--- src/verilog/aan_pkg.sv ---
// Shared constants and register map of the eight-channel alarm annunciator
package aan_pkg;

    // ****************************************************************
    // Clock and timebase
    // ****************************************************************
    localparam int          CLK_HZ      = 20_000_000;
    localparam int          TICK_US     = 1000;                      // Millisecond timebase
    localparam int          TICK_CYCLES = CLK_HZ / 1_000_000 * TICK_US;
    localparam int          NUM_CH      = 8;

    // ****************************************************************
    // Times in milliseconds, counted in timebase ticks
    // ****************************************************************
    localparam logic [15:0] DLY_0P5_MS    = 16'h01F4;              // 500 ms
    localparam logic [15:0] DLY_1P0_MS    = 16'h03E8;              // 1000 ms
    localparam logic [15:0] DLY_2P0_MS    = 16'h07D0;              // 2000 ms
    localparam logic [15:0] DLY_4P0_MS    = 16'h0FA0;              // 4000 ms
    localparam logic [15:0] MS_PER_S      = 16'h03E8;
    localparam logic [15:0] BLINK_HALF_MS = 16'h01F4;              // 1 Hz flash

    // ****************************************************************
    // Input delay select codes, switch three in bit 1, four in bit 0
    // ****************************************************************
    localparam logic [1:0]  DSEL_0P5 = 2'h3;
    localparam logic [1:0]  DSEL_1P0 = 2'h2;
    localparam logic [1:0]  DSEL_2P0 = 2'h1;
    localparam logic [1:0]  DSEL_4P0 = 2'h0;

    // ****************************************************************
    // Register offsets (byte addresses) and fields
    // ****************************************************************
    localparam logic [3:0]  REG_CTRL = 4'h0;
    localparam logic [3:0]  REG_POL  = 4'h4;
    localparam logic [3:0]  REG_STAT = 4'h8;

    localparam int          CTRL_DIR_BIT   = 0;   // output_direction_select
    localparam int          CTRL_SCOPE_BIT = 1;   // test_scope_select
    localparam int          CTRL_DSEL_LSB  = 2;   // input_delay_select, 2 bits
    localparam int          CTRL_EXT_BIT   = 4;   // extended variant
    localparam int          CTRL_EIN_LSB   = 8;   // extended input delay, seconds - 1
    localparam int          CTRL_RLY_LSB   = 16;  // relay delay, seconds

    localparam int          STAT_FLT_LSB = 0;
    localparam int          STAT_ALM_LSB = 8;
    localparam int          STAT_ACK_LSB = 16;
    localparam int          STAT_GRP_BIT = 24;
    localparam int          STAT_RLY_BIT = 25;
    localparam int          STAT_TST_BIT = 26;

    localparam logic [31:0] CTRL_RST = 32'h0000_0001;
    localparam logic [31:0] CTRL_MASK = 32'h000F_071F;
    localparam logic [7:0]  POL_RST  = 8'h00;

endpackage

--- src/verilog/aan_annunciator.sv ---
// Eight-channel alarm annunciator core with Avalon-MM register slave
//
// Functional notes
// - Eight independent alarm channels, each with selectable fault sense.
// - Polarity bit set: low input is fault; clear: high input is fault.
// - Indications follow channel state with no extra latency beyond alarm handling.
// - Direction bit picks direct or inverted indication outputs.
// - New fault blinks its indicator and raises group alarm; relay output follows once alarm has held the relay delay.
// - Alarm stays latched after the fault disappears.
// - Only the acknowledge input clears a latched alarm.
// - Acknowledge drops group alarm; persisting faults show steady, then dark.
// - Later fault blinks again and re-raises group alarm; acked stay steady.
// - Base delay: 11=0.5s, 10=1s, 01=2s, 00=4s (switch three, four).
// - One input delay serves all eight channels.
// - Extended: input delay 1 to 8 s, relay delay 0 to 15 s.
// - Test lights indications; also the alarm unless test scope bit set.
// - Three group outputs: direct, inverted open collector and relay.
// - Relay drive is released while alarm is active past the relay delay, fail-safe.
// - Test asserts while its contact is closed (high); acknowledge acts only on the closing edge.
//
// Implementation choices: the Avalon-MM interface to the registers and the register offsets.
`timescale 1ns/1ps
`default_nettype none
module aan_annunciator
    import aan_pkg::*;
#(
    parameter int TICK_CYC = TICK_CYCLES
)
(
    input  wire logic        core_clk,
    input  wire logic        srst,
    input  wire logic [3:0]  avs_address,
    input  wire logic        avs_read,
    input  wire logic        avs_write,
    input  wire logic [31:0] avs_writedata,
    input  wire logic [3:0]  avs_byteenable,
    output logic [31:0]      avs_readdata,
    output logic             avs_waitrequest,
    input  wire logic [7:0]  fault_in,
    input  wire logic        ack_pin,
    input  wire logic        test_pin,
    output logic [7:0]       ind_out,
    output logic             grp_oc,
    output logic             grp_oc_inv,
    output logic             relay_drive
);

    // ****************************************************************
    // Helpers
    // ****************************************************************

    // Byte-lane merge of a write into a stored word
    function automatic logic [31:0] lane_merge(input logic [31:0] old_v,
                                               input logic [31:0] new_v,
                                               input logic [3:0]  be);
        logic [31:0] res;
        res = old_v;
        for (int b = 0; b < 4; b++)
        begin
            if (be[b])
                res[b*8 +: 8] = new_v[b*8 +: 8];
        end
        return res;
    endfunction

    // Whole seconds to milliseconds
    function automatic logic [15:0] sec_to_ms(input logic [3:0] sec);
        logic [19:0] prod;
        prod = {16'h0000, sec} * {4'h0, MS_PER_S};
        return prod[15:0];
    endfunction

    localparam logic [15:0] TICK_LAST = 16'(TICK_CYC - 1);

    // ****************************************************************
    // Register bus slave
    // ****************************************************************
    logic [31:0] ctrl_r;
    logic [7:0]  pol_r;
    logic        bus_ack_r;
    logic [31:0] rdata_r;
    logic [31:0] stat_word;
    logic        relay_alarm_r;

    wire         bus_req  = avs_read | avs_write;
    wire         bus_take = bus_req & ~bus_ack_r;   // Answer after one wait cycle
    wire         wr_ctrl  = bus_take & avs_write & (avs_address == REG_CTRL);
    wire         wr_pol   = bus_take & avs_write & (avs_address == REG_POL);
    wire [31:0]  ctrl_nxt = wr_ctrl ?
                            (lane_merge(ctrl_r, avs_writedata, avs_byteenable) & CTRL_MASK)
                            : ctrl_r;
    wire [31:0]  pol_word = lane_merge({24'h000000, pol_r}, avs_writedata, avs_byteenable);
    wire [7:0]   pol_nxt  = wr_pol ? pol_word[7:0] : pol_r;
    wire [31:0]  rd_sel   = (avs_address == REG_CTRL) ? ctrl_r :
                            (avs_address == REG_POL)  ? {24'h000000, pol_r} :
                            (avs_address == REG_STAT) ? stat_word : 32'h0000_0000;

    assign avs_waitrequest = bus_take;
    assign avs_readdata    = rdata_r;

    // Unmapped reads return zero, unmapped writes are dropped
    always_ff @(posedge core_clk)
    begin
        if (srst)
        begin
            ctrl_r    <= CTRL_RST;
            pol_r     <= POL_RST;
            bus_ack_r <= 1'b0;
            rdata_r   <= 32'h0000_0000;
        end
        else
        begin
            ctrl_r    <= ctrl_nxt;
            pol_r     <= pol_nxt;
            bus_ack_r <= bus_take;
            rdata_r   <= (bus_take & avs_read) ? rd_sel : rdata_r;
        end
    end

    // Control fields
    wire         dir_direct  = ctrl_r[CTRL_DIR_BIT];
    wire         test_scope  = ctrl_r[CTRL_SCOPE_BIT];
    wire [1:0]   dsel        = ctrl_r[CTRL_DSEL_LSB +: 2];
    wire         ext_mode    = ctrl_r[CTRL_EXT_BIT];
    wire [2:0]   ext_in_sec  = ctrl_r[CTRL_EIN_LSB +: 3];
    wire [3:0]   rly_sec     = ctrl_r[CTRL_RLY_LSB +: 4];

    // ****************************************************************
    // Timebase and shared blink
    // ****************************************************************
    logic [15:0] tick_cnt_r;
    logic        tick_r;
    logic [15:0] blink_cnt_r;
    logic        blink_r;

    wire         tick_wrap  = (tick_cnt_r == TICK_LAST);
    wire         blink_wrap = tick_r && (blink_cnt_r == BLINK_HALF_MS - 16'h0001);

    // One toggle for all channels keeps every flashing lamp in step
    always_ff @(posedge core_clk)
    begin
        if (srst)
        begin
            tick_cnt_r  <= 16'h0000;
            tick_r      <= 1'b0;
            blink_cnt_r <= 16'h0000;
            blink_r     <= 1'b0;
        end
        else
        begin
            tick_cnt_r  <= tick_wrap ? 16'h0000 : tick_cnt_r + 16'h0001;
            tick_r      <= tick_wrap;
            blink_cnt_r <= blink_wrap ? 16'h0000 :
                           (tick_r ? blink_cnt_r + 16'h0001 : blink_cnt_r);
            blink_r     <= blink_wrap ? ~blink_r : blink_r;
        end
    end

    // ****************************************************************
    // Input delay selection and channel qualifiers
    // ****************************************************************
    logic [15:0] base_dly_ms;
    logic [7:0]  fault_q;

    // Switch three off with four on is taken as the 2 s setting
    assign base_dly_ms = (dsel == DSEL_0P5) ? DLY_0P5_MS :
                         (dsel == DSEL_1P0) ? DLY_1P0_MS :
                         (dsel == DSEL_2P0) ? DLY_2P0_MS : DLY_4P0_MS;
    wire [15:0]  in_dly_ms  = ext_mode ? sec_to_ms({1'b0, ext_in_sec} + 4'h1)
                                       : base_dly_ms;
    wire [15:0]  rly_dly_ms = ext_mode ? sec_to_ms(rly_sec) : 16'h0000;

    // Same delay fans out to every channel
    for (genvar ch = 0; ch < NUM_CH; ch++)
    begin : g_ch
        aan_chan_filter u_filter (
            .core_clk (core_clk),
            .srst     (srst),
            .tick     (tick_r),
            .pin_in   (fault_in[ch]),
            .polarity (pol_r[ch]),
            .delay_ms (in_dly_ms),
            .fault_q  (fault_q[ch])
        );
    end

    // ****************************************************************
    // Acknowledge and test pins
    // ****************************************************************
    logic        ack_s1_r;
    logic        ack_s2_r;
    logic        ack_d_r;
    logic        test_s1_r;
    logic        test_s2_r;

    // Closed contact reads high; only the press edge acknowledges
    wire         ack_evt  = ack_s2_r & ~ack_d_r;
    wire         test_act = test_s2_r;

    always_ff @(posedge core_clk)
    begin
        if (srst)
        begin
            ack_s1_r  <= 1'b0;
            ack_s2_r  <= 1'b0;
            ack_d_r   <= 1'b0;
            test_s1_r <= 1'b0;
            test_s2_r <= 1'b0;
        end
        else
        begin
            ack_s1_r  <= ack_pin;
            ack_s2_r  <= ack_s1_r;
            ack_d_r   <= ack_s2_r;
            test_s1_r <= test_pin;
            test_s2_r <= test_s1_r;
        end
    end

    // ****************************************************************
    // Latch and acknowledge per channel
    // ****************************************************************
    logic [7:0]  alm_r;
    logic [7:0]  ackd_r;

    // New fault: qualified, not latched and not already acknowledged
    wire [7:0]   new_flt  = fault_q & ~alm_r & ~ackd_r;
    // A fault on the acknowledge cycle still latches: set wins
    wire [7:0]   alm_nxt  = (alm_r & ~{8{ack_evt}}) | new_flt;
    // Acked channels stay steady until their fault clears
    wire [7:0]   ackd_nxt = fault_q & (ackd_r | (alm_r & {8{ack_evt}}));
    wire         grp_alm  = |alm_r;

    always_ff @(posedge core_clk)
    begin
        if (srst)
        begin
            alm_r  <= 8'h00;
            ackd_r <= 8'h00;
        end
        else
        begin
            alm_r  <= alm_nxt;
            ackd_r <= ackd_nxt;
        end
    end

    // ****************************************************************
    // Relay output delay
    // ****************************************************************
    logic [15:0] rly_cnt_r;

    // Relay follows the group alarm only once it has held the delay
    always_ff @(posedge core_clk)
    begin
        if (srst)
        begin
            rly_cnt_r     <= 16'h0000;
            relay_alarm_r <= 1'b0;
        end
        else
        begin
            rly_cnt_r     <= !grp_alm ? 16'h0000 :
                             (tick_r && rly_cnt_r < rly_dly_ms) ? rly_cnt_r + 16'h0001
                                                                : rly_cnt_r;
            relay_alarm_r <= grp_alm && (rly_cnt_r >= rly_dly_ms);
        end
    end

    // ****************************************************************
    // Output stage
    // ****************************************************************
    logic [7:0]  ind_r;
    logic        oc_r;
    logic        oci_r;
    logic        relay_r;

    wire         test_alm  = test_act & ~test_scope;
    wire [7:0]   ind_act   = (alm_r & {8{blink_r}}) | ackd_r | {8{test_act}};
    wire [7:0]   ind_nxt   = dir_direct ? ind_act : ~ind_act;
    wire         grp_any   = grp_alm | test_alm;
    // Drive released on alarm, so a dead supply also reads as alarm
    wire         relay_nxt = ~(relay_alarm_r | test_alm);

    always_ff @(posedge core_clk)
    begin
        if (srst)
        begin
            ind_r   <= 8'h00;
            oc_r    <= 1'b0;
            oci_r   <= 1'b0;
            relay_r <= 1'b0;
        end
        else
        begin
            ind_r   <= ind_nxt;
            oc_r    <= grp_any;
            oci_r   <= ~grp_any;
            relay_r <= relay_nxt;
        end
    end

    assign ind_out     = ind_r;
    assign grp_oc      = oc_r;
    assign grp_oc_inv  = oci_r;
    assign relay_drive = relay_r;

    assign stat_word = {5'h00, test_act, relay_alarm_r, grp_alm, ackd_r, alm_r, fault_q};
endmodule
`default_nettype wire

--- src/verilog/aan_chan_filter.sv ---
// Per-channel input synchroniser, polarity and persistence qualifier
`timescale 1ns/1ps
`default_nettype none
module aan_chan_filter
    import aan_pkg::*;
(
    input  wire logic        core_clk,
    input  wire logic        srst,
    input  wire logic        tick,
    input  wire logic        pin_in,
    input  wire logic        polarity,
    input  wire logic [15:0] delay_ms,
    output logic             fault_q
);

    logic        sync1_r;
    logic        sync2_r;
    logic [15:0] cnt_r;
    logic [15:0] cnt_nxt;
    logic        qual_r;
    logic        qual_nxt;
    wire         cond = polarity ? ~sync2_r : sync2_r;

    // Count ticks while the fault condition holds; any gap restarts it
    assign cnt_nxt  = !cond ? 16'h0000 :
                      (tick && cnt_r < delay_ms) ? cnt_r + 16'h0001 : cnt_r;
    assign qual_nxt = cond && (cnt_r >= delay_ms);

    // Pin crosses in through two flops before anything reads it
    always_ff @(posedge core_clk)
    begin
        if (srst)
        begin
            sync1_r <= 1'b0;
            sync2_r <= 1'b0;
            cnt_r   <= 16'h0000;
            qual_r  <= 1'b0;
        end
        else
        begin
            sync1_r <= pin_in;
            sync2_r <= sync1_r;
            cnt_r   <= cnt_nxt;
            qual_r  <= qual_nxt;
        end
    end

    assign fault_q = qual_r;
endmodule
`default_nettype wire

--- config.mk ---
export PLATFORM = sky130hd
export DESIGN_NAME = aan_annunciator
export DESIGN_NICKNAME = d
export VERILOG_FILES = /design/src/verilog/aan_pkg.sv /design/src/verilog/aan_annunciator.sv /design/src/verilog/aan_chan_filter.sv
export SDC_FILE = /design/constraint.sdc
export NUM_CORES = 1
export LEC_CHECK = 0
export ABC_AREA = 1
export BUFFER_PORTS_ARGS = -buffer_cell sky130_fd_sc_hd__clkbuf_2
export CELL_PAD_IN_SITES_DETAIL_PLACEMENT = 0
export CELL_PAD_IN_SITES_GLOBAL_PLACEMENT = 2
export CORE_MARGIN = 8
export CORE_UTILIZATION = 35
export DETAILED_ROUTE_END_ITERATION = 10
export PLACE_DENSITY_LB_ADDON = 0.1
export SLEW_MARGIN = 20
export SYNTH_ARGS = -nofsm -noshare
export SYNTH_HDL_FRONTEND = slang
export SYNTH_SLANG_ARGS = --single-unit
--- constraint.sdc ---
create_clock -name core_clk -period 5.2 [get_ports core_clk]
set_input_delay 0.26 -clock core_clk [delete_from_list [all_inputs] [get_ports core_clk]]
set_output_delay 0.26 -clock core_clk [all_outputs]
set_load 0.1 [all_outputs]
# Yosys cells after proc, flatten, opt, wreduce, memory -nomap -nowiden
# Cells that the tools add are included.
# word_totals
wordCells,194
in_bits,54
regBits,288
out_inout_bits,44
# op_classes
add_sub_neg,12
magnitude_cmp,18
eq_ne,7
multipliers,2
muxes,17
n_reduce_logical,36
bitwise,47
# op_table
cell,count
$add 16x1->16 const B,11
$ge 16x14->1,9
$lt 16x14->1,9
$mux 27,3
$and 8x8->8,6
$mux 12,3
$not 8->8,4
$or 8x8->8,4
$mux 14,2
$not 1->1,23
$mul 4x7->11 const B,2
$reduce_or 2->1,11
$logic_and 1x1->1,19
$eq 16x15->1 const B,1
$eq 16x9->1 const B,1
$mux 1,8
$mux 8,1
$reduce_and 2->1,4
$reduce_or 8->1,1
$and 1x1->1,7
$add 3x1->4 const B,1
$eq 2x2->1 const B,2
$eq 4x3->1 const B,1
$eq 4x4->1 const B,1
3 further kinds,5

# Logic depth before layout (Yosys ltp)
# Gate-level depths: netlist of run 1.
# depth
depth_word,7
ltp_mapped,26
ltp_nobuf,25

# Cells and area by module
# From an unflattened synthesis of run 1, not the netlist that was laid out.
# hier_totals
cells_unflattened,2919
area_unflattened_um2,19647.6
# by_module_without_submodules
module,cells_per_inst,instances,area_per_inst_um2,seq_area_each_um2
aan_chan_filter,241,8,1542.7,380.4
aan_annunciator,991,1,7305.8,2622.5

# Worst setup path after synthesis of run 1
# Ideal clock, no wire load.
# synth_timing
path_type,reg-to-reg
from,register ctrl_r[8]
to,register g_ch[7].u_filter.cnt_r[11]
stages_incl_launch_ff,22
arrival_ns,4.550
t_required_ns,5.083
setup_slack_ns,0.533
setup_time_ns,0.117
path_cell_list,dfxtp_1 > inv_1 > nor2_1 > fa_1 > fa_1 > inv_1 > ha_1 > nand3_1 > nand2_1 > nand2_1 > nand2_1 > nand2_1 > nand2_1 > o21ai_0 > ha_1 > nand3_1 > inv_1 > a21oi_1 > buf_2 > nand2_2 > o21ai_0 > nor2_1
# synth_via
elab_chain_len,5
# synth_lines
item,line_no,text
"start, declared",aan_annunciator.sv:78,logic [31:0] ctrl_r;
"start signal, assigned",aan_annunciator.sv:113,ctrl_r <= ctrl_nxt;
$add 3x1->4,aan_annunciator.sv:169,"wire [15:0] in_dly_ms = ext_mode ? sec_to_ms({1'b0, ext_in_sec} + 4'h1)"
$mul 4x7->11,aan_annunciator.sv:69,"prod = {16'h0000, sec} * {4'h0, MS_PER_S};"
$mux 14,aan_annunciator.sv:169,
$lt 16x14->1,aan_chan_filter.sv:26,(tick && cnt_r < delay_ms) ? cnt_r + 16'h0001 : cnt_r;
$logic_and 1x1->1,aan_chan_filter.sv:26,
"end signal, assigned",aan_chan_filter.sv:43,cnt_r <= cnt_nxt;
"end, declared",aan_chan_filter.sv:18,logic [15:0] cnt_r;
# Every way passes these cells.
# A chain may end at the register's enable or synchronous reset.

# Worst setup path after layout of run 1
# layout_timing
from,register ctrl_r[9]
to,register g_ch[5].u_filter.cnt_r[0]
# layout_via
elab_chain_len,5
# layout_lines
item,line_no
$add 3x1->4,aan_annunciator.sv:169
$mul 4x7->11,aan_annunciator.sv:69
$mux 14,aan_annunciator.sv:169
$lt 16x14->1,aan_chan_filter.sv:26
$logic_and 1x1->1,aan_chan_filter.sv:26
"end signal, assigned",aan_chan_filter.sv:43
"end, declared",aan_chan_filter.sv:18
# Every way passes these cells.

==> results.txt, run 1 <==
The clock tree skew after final layout came out at around 0.024 ns. The internal power of the cells totals slightly above 0.004 W. The CTS H-tree depth is 2. Once detailed placement completed, the half-perimeter wirelength came to 35900 um. The net count reported at finish came out at 3054. The share of total power dissipated in combinational logic is 0.044. TritonCTS built the clock tree. The path class of the lowest-slack min-delay path is input pin to register. Routability-driven placement finished with a final weighted congestion of 0.758.

In this run the cell area of the synthesized design comes to 18000 sq um. Clock tree synthesis inserted a total of 39 buffers. The setup check on the worst reg-to-reg path leaves a slack of approximately 0.4 ns. The overall power after layout is 0.00529 W.

The number of nets with antenna violations after routing is 0. The proportion of layout cells with a drive suffix above 1 is 0.102. The core box area came out at approximately 50000 sq um.

The number of cell rows is 83. The longest clock path from root to sink contains 3 buffers. The I/O pin count is 98. The relative slew slack is 0.408. Of all nets on the critical path, the largest fanout is 14.

The required arrival time at the worst endpoint came out at approximately 5.6 ns. The average cell area after synthesis came out at approximately 6.7 sq um. The highest clock rate came out at 0.208 GHz. The register area share after synthesis came out at 0.314.

The peak supply drop is 0.197 mV. The run finished with clean final reports. The number of endpoints with negative hold slack in the final report is 0. Synthesis inferred approximately 280 register bits. From left edge to right edge, the die measures 243 um. The critical path start-end classification is register to register. The root cell of the clock tree is sky130_fd_sc_hd__clkbuf_16. The cell count after synthesis is 2712. The register clock-pin slew on the reported worst setup and hold paths is 0.05 ns.

The clock sink count came out at about 280. The portion of total power attributed to the clock network came out at 0.541. The synthesis-to-finish area growth is 15.9%. The first-pass GRT wire length came out at approximately 82000 um. The post-layout utilization of the core came out at 0.408. The startpoint identified for the worst register-to-register timing path is ctrl_r[9].

The worst-skew pair later-pin latency came out at 0.57 ns. The most common library cell in the layout ignoring fill and taps is sky130_fd_sc_hd__nand2_1. The final-report max-slew violation count came out at 0. The power density of the placed cells is between 200 and 300 nW/um^2. The number of setup violations in the final report is 0. In this run the worst setup path begins at ctrl_r[9]. The number of library cell types mapped by synthesis came out at 48. After routing, the total negative slack on setup checks comes to 0 ns. The share of total power dissipated in sequential elements is 0.415. The switching part of the total power came out at 0.238. During synthesis, Yosys emitted a total of 0 warnings. The signal arrival time at the worst endpoint is 5.25 ns. For the pin with the worst max-slew slack, the measured transition is 0.887 ns. The share of the clock period used by the worst path is 0.924. The tool flagged a number of max-cap violations equal to 0. The startpoint identified for the worst hold timing path is avs_byteenable[1]. The number of inserted filler cells in the final layout is 5453. The average detailed-routed wire length per instance came out at 14.2 um. The switching power came out at around 0.0013 W.

The die span in y came out at around 240 um. The area enclosed by the die boundary came out at 59100 sq um. The worst setup path is launched from a register.

After global routing the overflow that remains totals 0. The via count of the first global-routing pass came out at 15700. Setup repair after global routing left no endpoint under its margin. For this block, the via count after detailed routing is roughly 17000. After detailed routing, the number of remaining DRC violations is 0. The count of buffers inserted at the top-level ports came out at 74. Summed over all cells, the static leakage comes to slightly above 9 nW. The time the final worst path needs with I/O delays and setup came out at between 4 and 5 ns. In this run, placement finished with an instance count of around 3400.

In the global route stage, overall resource usage came out at 0.168. The number of detailed-routing iterations run before antenna repair is 5. The number of antenna violations at the first check in global routing came to 0. The count of non-filler cells in the finished layout came out at 3537. In the layout the commonest cells are 672 x sky130_fd_sc_hd__nand2_1, 422 x sky130_fd_sc_hd__inv_1, 351 x sky130_fd_sc_hd__nor2_1. The number of DRC markers after the initial detailed-route iteration came out at 768.

The wire length after detailed routing came out at 50200 um. The number of antenna repair diodes is 0. The sort of element at the end of the critical path is a register. For this configuration, the core starts out at a cell density of 0.352. Entering global routing, the biggest net connects 67 pins. The via count normalized by instance count came out at 4.69.
final timing paths:
kind,end,cells past startpoint
worst max register to register,g_ch[5].u_filter.cnt_r[0],22
worst min register to register,g_ch[1].u_filter.sync2_r,2
worst max-delay path,g_ch[5].u_filter.cnt_r[0],22
worst min-delay path,ctrl_r[8],3
cell type report:
type,instances,area (sq um),share of cell area
multi-input combinational,1909,10300,0.491
sequential,283,5670,0.271
inverter,440,1650,0.0791
clock buffer,53,1130,0.0540
timing repair buffer,156,1090,0.0522
tap,680,851,0.0407
clock inverter,16,245,0.0117
logic make-up after synthesis:
family                   Yosys count  share of synthesized area
AO/OA/AOI/OAI                    240                     0.0737
XOR/XNOR                          15                    0.00728
adder cells (fa/ha/maj)          171                      0.124
buffers and inverters            524                      0.120
flip-flops                       283                      0.314
other                              1                   0.000208
AND/OR/NAND/NOR                 1478                      0.361
flip-flops by register name, indices dropped and copies added, names as in the netlist, 8 cells and up:
| signal | count |
|---|---|
| pol_r | 8 |
| alm_r | 8 |
| blink_cnt_r | 16 |
| rly_cnt_r | 16 |
| ind_out | 8 |
| ctrl_r | 12 |
| g_ch.u_filter.sync1_r | 8 |
| tick_cnt_r | 16 |
| g_ch.u_filter.cnt_r | 128 |
| g_ch.u_filter.sync2_r | 8 |
| g_ch.u_filter.fault_q | 8 |
| avs_readdata | 27 |
| ackd_r | 8 |
Yosys cell counts (all sizes together):
cell type / number / area, sq um
nand2: 692 / 2670
inv: 438 / 1650
nor2: 385 / 1560
dfxtp: 283 / 5670
nand3: 217 / 1140
ha: 157 / 1960
a21oi: 132 / 694
nand4: 103 / 644
buf: 68 / 450
o21ai: 65 / 325
nor3: 50 / 272
o21bai: 21 / 161
clkbuf: 16 / 60.1
fa: 14 / 280
nand3b: 13 / 97.6
xor2: 11 / 96.3
a31oi: 9 / 56.3
o211ai: 7 / 52.6
nor3b: 5 / 47.5
or2: 5 / 31.3
o22ai: 4 / 25.0
xnor2: 4 / 35.0
and3: 3 / 18.8
nor4: 3 / 18.8
clkinv: 2 / 7.51
a22oi: 1 / 7.51
conb: 1 / 3.75
nor4b: 1 / 8.76
o21a: 1 / 7.51
or3: 1 / 6.26
worst max-delay path, cell delays in order, from the launching register on:
cell                       delay (ns)
sky130_fd_sc_hd__dfxtp_1         0.34
sky130_fd_sc_hd__ha_2            0.40
sky130_fd_sc_hd__inv_1           0.10
sky130_fd_sc_hd__fa_1            0.56
sky130_fd_sc_hd__fa_1            0.57
sky130_fd_sc_hd__inv_1           0.04
sky130_fd_sc_hd__ha_1            0.34
sky130_fd_sc_hd__nand3_1         0.10
sky130_fd_sc_hd__nand2_1         0.11
sky130_fd_sc_hd__nand3_1         0.12
sky130_fd_sc_hd__or2_2           0.31
sky130_fd_sc_hd__nand3b_1        0.09
sky130_fd_sc_hd__nand3_1         0.10
sky130_fd_sc_hd__buf_6           0.19
sky130_fd_sc_hd__ha_1            0.31
sky130_fd_sc_hd__nand3_1         0.15
sky130_fd_sc_hd__nor2_4          0.17
sky130_fd_sc_hd__nand2_2         0.13
sky130_fd_sc_hd__buf_4           0.22
sky130_fd_sc_hd__nand3_1         0.14
sky130_fd_sc_hd__nand2_1         0.06
sky130_fd_sc_hd__nand2_1         0.06
sky130_fd_sc_hd__nor2_1          0.04
through the flow:
| step | area (sq um) | hold slack (ns) | setup slack (ns) |
|---|---|---|---|
| after floorplan | 18100 | 0.367 | 0.533 |
| after detailed placement | 19100 | 0.396 | 0.156 |
| final | 20900 | 0.0465 | 0.396 |
| after global placement | 19100 | 0.390 | 0.293 |
| after CTS | 20800 | 0.00812 | 0.144 |
| after global routing | 20900 | 0.0423 | 0.0119 |
metal layers:
| layer | track usage | part of all wire | vias up |
|---|---|---|---|
| li1 | - | - | 8846 |
| met1 | 0.229 | 0.50 | 7489 |
| met2 | 0.275 | 0.44 | 211 |
| met3 | 0.0290 | 0.040 | 51 |
| met4 | 0.0381 | 0.017 | 0 |
| met5 | 0 | 0 | - |
power groups by stage:
stage / Combinational, W / Clock [W] / Sequential [W]
6_report: 0.000231 / 0.00286 / 0.00220
5_1_grt: 0.000253 / 0.00306 / 0.00220
4_1_cts: 0.000235 / 0.00297 / 0.00220
3_5_place_dp: 0.000216 / 0 / 0.00224
3_3_place_gp: 0.000215 / 0 / 0.00224
2_1_floorplan: 0.000114 / 0 / 0.00228
timing repair:
item / 4_1_cts / 5_1_grt
hold buffers: 29 / 0
setup buffers: 0 / 7
resized for setup: 0 / 13
setup endpoints to repair: 0 / 99
endpoints found under the hold margin: 29 / 0
No activity file was read; power rests on OpenSTA's default activity.
==> run 2: changes to the inputs <==
- CELL_PAD_IN_SITES_DETAIL_PLACEMENT: 0 -> default
- CELL_PAD_IN_SITES_GLOBAL_PLACEMENT: 2 -> default
- CORE_MARGIN: 8 -> 5
- CORE_UTILIZATION: 35 -> 50
- PLACE_DENSITY: default -> 0.67
- PLACE_DENSITY_LB_ADDON: 0.1 -> default
==> run 2 against run 1 <==
- global-route usage is 4.8 points higher
- combinational power is 6% lower
- die area fell by 32%
- worst setup slack lost 0.064 ns
- largest power group unchanged
- highest routed layer unchanged
==> results.txt, run 2 (synthesis gave the netlist of run 1 again) <==
The critical path's largest stage delay was 0.56 ns (about the same). The signal arrival time at the worst endpoint is 5.29 ns (+0.04 ns). The startpoint identified for the worst hold timing path is avs_writedata[9].

The relative slew slack came to 0.318 (-0.0900). The area enclosed by the die boundary is 40000 sq um (-32%). The number of antenna violations at the first check in global routing came out at 0 (unchanged). The via count normalized by instance count came out at 5.10 (+8.8%). The global-route usage over all layers was 0.216 (+0.0480). The proportion of layout cells with a drive suffix above 1 is 0.0935 (-0.00840). The number of detailed-routing iterations run before antenna repair is 5 (unchanged). In the layout the commonest cells are 670 x sky130_fd_sc_hd__nand2_1, 421 x sky130_fd_sc_hd__inv_1, 353 x sky130_fd_sc_hd__nor2_1. The largest net degree at the start of global routing came to 74 (+10%).

Leaving out fill and tap cells, the most frequent cell in the layout is sky130_fd_sc_hd__nand2_1. The via count of the first global-routing pass was 15400 (-2.0%). The terminus of the critical flop-to-flop path is g_ch[0].u_filter.fault_q.

The number of setup violations in the final report came out at 0 (unchanged). The required arrival time at the worst endpoint is 5.62 ns (-0.02 ns). The register clock-pin slew on the reported worst setup and hold paths came to 0.06 ns (about the same). The number of maximum-capacitance constraint violations came to 0 (unchanged). The reg-to-reg startpoint is ctrl_r[9]. The worst-skew pair later-pin latency came out at 0.53 ns (-0.04 ns). The I/O pin count came out at 98 (unchanged). The number of placed cells counting well taps is 3206 (-6.6%).

The highest clock rate is 0.205 GHz (-1.3%). The wire length after detailed routing was 44100 um (-12%). The maximum clock path buffer count came out at 3 (unchanged). The setup slack of the worst register-to-register path came out at 0.33 ns (-0.06 ns). The final-report max-slew violation count came out at 0 (unchanged). The number of nets with antenna violations after routing came out at 0 (unchanged). The total congestion overflow after global routing was 0 (unchanged). The critical path goes through ha_1, xnor2_1, inv_2, fa_2, fa_1, inv_1, ha_1, nand3_1, nand2_1, nand3_1, or2_2, nand3b_1, nand3_1, buf_6, ha_1, a21oi_1, nand2_1, a21oi_4, nand2_2, inv_2, nand2_1, nand2_1, inv_1. The critical path start-end classification is register to register. The first-pass GRT wire length came out at 72500 um (-12%). The summed negative setup slack over all endpoints came out at 0 ns (unchanged).

The starting density of the core is 0.507 (+0.155). The clock buffer count from CTS is 34 (-13%). The number of antenna repair diodes is 0 (unchanged).

The die span in x is 200 um (-18%). The number of instances on the worst hold path was 3 (unchanged). The clock sink count was 283 (unchanged). The flip-flop count of the largest register after layout came out at 128 (unchanged). The destination of the worst hold path is ctrl_r[9]. The CTS H-tree depth was 2 (unchanged). STA classifies the critical path startpoint as a register. The transition time at the pin with the least slew margin is 1.02 ns (+0.132 ns).

The biggest fanout along the worst timing path is 13 (-1). More flip-flops sit in one register than any other, and that register is g_ch.u_filter.cnt_r. The count of non-filler cells in the finished layout came out at 3286 (-7.1%).

The cell area after placement came out at 18800 sq um (-1.8%). The flow ran to the end, and the final reports show no timing, DRC or antenna violations. The time the final worst path needs with I/O delays and setup came out at 4.87 ns (+0.0641 ns). The cell with the largest stage delay on the worst path is sky130_fd_sc_hd__fa_1. The static leakage is 8.84 nW (-3.0%).

The post-layout utilization of the core came out at 0.565 (+0.156). The cell area after layout is 20100 sq um (-4.0%). The core box area came out at 35600 sq um (-31%). The remaining design rule violation count is 0 (unchanged). The detailed placement HPWL came out at 31200 um (-13%).

STA classifies the critical path endpoint as a register. The total vias in the final route came out at 16800 (+1.0%). The dominant cell type by count on the critical path is sky130_fd_sc_hd__nand2_1. The number of DRC markers after the initial detailed-route iteration is 940 (+22%). The clock tree skew after final layout came out at 0.0207 ns (-0.00321 ns). The min-delay analysis places its worst path in the category input pin to register. The synthesis-to-finish area growth is 11.3%. The net count reported at finish came out at 3026 (-0.92%). The worst-case reg-to-reg path depth is 23 (+4.5%).

The number of endpoints with negative hold slack in the final report came out at 0 (unchanged). The final weighted congestion in routability-driven placement was 0.834 (+10%). The power density of the placed cells is 234 nW/um^2 (-7.3%). The count of buffers inserted at the top-level ports came out at 74 (unchanged). TritonCTS built the clock tree. The number of cell rows came out at 69 (-17%). The die span in y is 200 um (-18%). Setup repair after global routing left no endpoint under its margin. The root cell of the clock tree is sky130_fd_sc_hd__clkbuf_16. The share of the clock period used by the worst path is 0.936 (+0.0123).

The peak supply drop was 0.302 mV (+54%). The average detailed-routed wire length per instance came out at 13.4 um (-5.4%).
-- run 2: worst max path at each step --
| stage | slack [ns] | to | cells after the start | startpoint |
|---|---|---|---|---|
| 2_1_floorplan | 0.53 | g_ch[7].u_filter.cnt_r[11] | 21 | ctrl_r[8] |
| 3_3_place_gp | 0.24 | g_ch[5].u_filter.cnt_r[1] | 23 | ctrl_r[9] |
| 3_5_place_dp | 0.18 | g_ch[5].u_filter.cnt_r[1] | 23 | ctrl_r[9] |
| 4_1_cts | 0.12 | g_ch[1].u_filter.cnt_r[8] | 23 | ctrl_r[9] |
| 5_1_grt | 0.02 | g_ch[0].u_filter.cnt_r[2] | 23 | ctrl_r[9] |
| 6_report | 0.33 | g_ch[0].u_filter.fault_q | 23 | ctrl_r[9] |
-- run 2: repair_timing --
action	4_1_cts	5_1_grt
resized for setup	0	9
endpoints found under the setup margin	0	102
endpoints found under the hold margin	16	0
hold buffers	18	0
buffers inserted	0	2
-- run 2: where the power goes --
part / internal [W] / switching [W]
Combinational: 0.0000560 / 0.000161
Sequential: 0.00219 / 0.00000885
Clock: 0.00135 / 0.000948
Total: 0.00359 / 0.00112
-- run 2: cell type report --
class,count,area (sq um)
Inverter,440,1650
Tap cell,461,577
Fill cell,3434,15500
Clock buffer,48,963
Multi-Input combinational cell,1909,10200
Clock inverter,12,104
Sequential cell,283,5670
Timing Repair Buffer,133,866
-- run 2: critical path, delay by kind of cell (launching register included) --
family / cells / cell delay, ns
xor gates and xnor gates: 1 / 0.23
DFF: 1 / 0.34
buffers and inverters: 5 / 0.54
AOI/OAI and AO/OA: 2 / 0.49
and+or+nand+nor: 10 / 1.22
adders and majority gates: 5 / 1.93
-- run 2: layer usage --
| layer | GRT usage | up-vias | part of all wire |
|---|---|---|---|
| met5 | 0 | - | 0 |
| li1 | - | 8788 | - |
| met4 | 0.0581 | 0 | 0.023 |
| met3 | 0.0282 | 73 | 0.046 |
| met1 | 0.290 | 7580 | 0.46 |
| met2 | 0.369 | 330 | 0.47 |
-- run 2: per-stage QoR --
step	power [W]	hold WS [ns]	setup WS, ns
final	0.00471	0.0185	0.332
after floorplan	0.00240	0.367	0.533
after global routing	0.00487	0.0252	0.0185
after detailed placement	0.00245	0.392	0.175
after CTS	0.00477	0.00460	0.123
after global placement	0.00245	0.396	0.240
==> run 3: changes to the inputs <==
- CORE_UTILIZATION: 50 -> 60
- CTS_CLUSTER_DIAMETER: default -> 60
- PLACE_DENSITY: 0.67 -> 0.78
==> run 3 against run 2 <==
- clock skew rose by 0.00094 ns
- die area fell by 16%
- clock power increased by 7%
- fmax rose by 1.2%
- global-route usage is 3.8 points higher
- clock-buffer cell count decreased by 3
- final cell count decreased by 2.2%
- worst hold slack got worse by 0.0090 ns
- non-clock buffer count fell by 2
- wire length fell by 1.1%
- critical endpoint is now g_ch[4].u_filter.cnt_r[8]
- flip-flop and latch count stayed put
==> results.txt, run 3 (synthesis gave the netlist of run 1 again) <==
g_ch.u_filter.cnt_r holds more flip-flops than any other register. The summed negative setup slack over all endpoints came out at 0 ns (unchanged). The share of the clock period used by the worst path came out at 0.925 (-0.0112). The portion of total power attributed to the clock network is 0.507 (+0.019). The first-pass GRT wire length came to 73600 um (+1.5%).

The count of buffers inserted at the top-level ports was 74 (unchanged). The clock buffer count from CTS is 35 (+2.9%). The number of maximum-capacitance constraint violations came out at 0 (unchanged).

The cell with the largest stage delay on the worst path is sky130_fd_sc_hd__fa_1. The static leakage is 8.88 nW (+0.38%). The maximum clock path buffer count came to 3 (unchanged). The area enclosed by the die boundary came out at 33600 sq um (-16%). The synthesis-to-finish area growth is 11.2% (about the same). The biggest fanout along the worst timing path is 9 (-4). The highest clock rate came out at 0.208 GHz (+1.2%). The critical path start-end classification is register to register. The number of detailed-routing iterations run before antenna repair came out at 6 (+1). STA classifies the critical path endpoint as a register.

The core box area came out at 29600 sq um (-17%). The total congestion overflow after global routing is 0 (unchanged). The via count of the first global-routing pass came to 16200 (+5.3%).

The most common library cell in the layout ignoring fill and taps is sky130_fd_sc_hd__nand2_1. The remaining design rule violation count came out at 0 (unchanged). The required arrival time at the worst endpoint is 5.65 ns (+0.03 ns). The number of DRC markers after the initial detailed-route iteration came out at 957 (+1.8%). The timing endpoint of the critical path is g_ch[4].u_filter.cnt_r[8]. The clock sink count was 283 (unchanged).

The total vias in the final route came out at 17200 (+2.7%). Tracing the worst setup path back leads to its startpoint at ctrl_r[8]. The peak supply drop came to 0.268 mV (-11%). The clock tree skew after final layout was 0.0216 ns (+0.000945 ns). The signal arrival time at the worst endpoint is 5.26 ns (-0.03 ns). The starting density of the core came to 0.609 (+0.102). The switching power came out at 0.00114 W (+2.3%). Setup repair after global routing left no endpoint under its margin. The worst hold margin is 0.00953 ns (-0.00896 ns). The number of endpoints with negative hold slack in the final report came to 0 (unchanged). The proportion of power drawn by flip-flops and latches came to 0.449 (-0.017). The reg-to-reg startpoint is ctrl_r[8]. The number of cell rows is 63 (-8.7%).

The die span in y was 183 um (-8.3%). The critical path's largest stage delay is 0.57 ns (about the same). The terminus of the critical flop-to-flop path is g_ch[4].u_filter.cnt_r[8]. The flip-flop count of the largest register after layout came to 128 (unchanged). The register clock-pin slew on the reported worst setup and hold paths came to 0.06 ns (about the same).

The setup slack of the worst register-to-register path is 0.39 ns (+0.06 ns). The path class of the tightest hold or removal check is input pin to register. The flow ran to the end, and the final reports show no timing, DRC or antenna violations. The net count reported at finish came out at 3025 (-0.033%). Leaving out fill and tap cells, the most frequent cells in the layout are 669 x sky130_fd_sc_hd__nand2_1, 421 x sky130_fd_sc_hd__inv_1, 353 x sky130_fd_sc_hd__nor2_1. The number of nets with antenna violations after routing is 0 (unchanged). The relative slew slack came out at 0.288 (-0.0299). Traced cell by cell, the critical path runs through ha_1, xnor2_1, inv_2, fa_2, fa_1, inv_1, ha_1, nand3_1, nand2_1, nand3_1, or2_2, nand3b_1, nand3_1, buf_4, ha_1, a21oi_1, nand2_1, a21oi_4, buf_4, nand3_1, nand2_1, nand2_1, nor2_1.

The via count normalized by instance count is 5.36 (+5.0%). The number of antenna repair diodes is 0 (unchanged). The largest net degree at the start of global routing is 67 (-9.5%).

The wire length after detailed routing came to 43600 um (-1.1%). The final weighted congestion in routability-driven placement was 0.886 (+6.2%). The time the final worst path needs with I/O delays and setup is 4.81 ns (-0.0583 ns). The global-route usage over all layers came to 0.254 (+0.0380). The number of antenna violations at the first check in global routing is 0 (unchanged). The I/O pin count is 98 (unchanged). The number of setup violations in the final report came to 0 (unchanged). The transition time at the pin with the least slew margin is 1.06 ns (+0.0447 ns). The switching part of the total power came out at 0.234 (-0.00328). The cell-internal power is 0.00374 W (+4.2%).

The final-report max-slew violation count came out at 0 (unchanged). The detailed placement HPWL is 30700 um (-1.6%). The average detailed-routed wire length per instance is 13.6 um (+1.1%). The CTS tree is yes.

The tree is rooted in a sky130_fd_sc_hd__clkbuf_16. The worst setup path is launched from a register. The proportion of layout cells with a drive suffix above 1 is 0.0977 (+0.00428). The worst-skew pair later-pin latency came to 0.53 ns (about the same). The portion of total power attributed to combinational logic came out at 0.044 (-0.002). The power density of the placed cells came to 243 nW/um^2 (+3.8%). The worst-case reg-to-reg path depth is 23 (unchanged).

The die span in x came out at 183 um (-8.3%). The CTS H-tree depth came out at 2 (unchanged).
==> run 3: cell types whose count changed in the layout (fill, tap and decap cells not counted), moves of 3 or more <==
cell and delta:
sky130_fd_sc_hd__clkbuf_1 -4, sky130_fd_sc_hd__dlygate4sd3_1 -8, sky130_fd_sc_hd__clkinv_2 -3, sky130_fd_sc_hd__buf_4 +8
==> run 3: final cells by class <==
| class | count | area [sq um] |
|---|---|---|
| Inverter | 440 | 1650 |
| Sequential cell | 283 | 5670 |
| Multi-Input combinational cell | 1909 | 10300 |
| Clock buffer | 45 | 985 |
| Timing Repair Buffer | 131 | 823 |
| Clock inverter | 16 | 198 |
| Fill cell | 2550 | 9570 |
| Tap cell | 390 | 488 |
==> run 3: layer usage <==
metal  global-route usage  part of all wire  vias up
li1                     -                 -     8791
met1                0.324              0.43     7893
met5                    0                 0        -
met4               0.0891             0.028        0
met3               0.0344             0.054       93
met2                0.442              0.48      442
==> run 3: through the flow <==
| step | cell area (sq um) | std cells | power, W | utilization | setup WS, ns |
|---|---|---|---|---|---|
| 2_1_floorplan | 18100 | 2716 | 0.00240 | - | 0.533 |
| 3_3_place_gp | 18700 | 3136 | 0.00244 | 0.631 | 0.357 |
| 3_5_place_dp | 18700 | 3136 | 0.00245 | 0.631 | 0.212 |
| 4_1_cts | 20000 | 3207 | 0.00492 | 0.675 | 0.193 |
| 5_1_grt | 20100 | 3214 | 0.00503 | 0.677 | 0.0179 |
| 6_report | 20100 | 3214 | 0.00488 | 0.677 | 0.390 |
==> run 3: repair_timing <==
action,4_1_cts,5_1_grt
endpoints found under the setup margin,0,77
resized for setup,0,8
hold buffers,10,0
buffers inserted,0,7
hold endpoints to repair,10,0
==> run 3: power groups by stage <==
stage | clock network, W | registers (W) | logic [W]
4_1_cts | 0.00252 | 0.00219 | 0.000212
6_report | 0.00247 | 0.00219 | 0.000214
3_3_place_gp | 0 | 0.00224 | 0.000201
5_1_grt | 0.00260 | 0.00219 | 0.000232
3_5_place_dp | 0 | 0.00224 | 0.000205
2_1_floorplan | 0 | 0.00228 | 0.000114
==> run 3: worst min-delay path by stage <==
stage	slack, ns	startpoint	cells past startpoint	endpoint
floorplan	0.37	ack_pin	2	ack_s1_r
global placement	0.39	ack_s1_r	2	ack_s2_r
detailed placement	0.40	g_ch[3].u_filter.sync1_r	2	g_ch[3].u_filter.sync2_r
CTS	0.002	avs_writedata[0]	3	ctrl_r[0]
global route	0.01	avs_writedata[0]	3	ctrl_r[0]
finish	0.01	avs_writedata[0]	3	ctrl_r[0]
==> run 3: critical path, delay by kind of cell (launching register included) <==
kind                     cells  cell delay (ns)
adder cells (fa/ha/maj)      5             1.95
buffers and inverters        4             0.59
AO/OA/AOI/OAI                2             0.44
XOR/XNOR                     1             0.25
flip-flops                   1             0.32
AND/OR/NAND/NOR             11             1.19
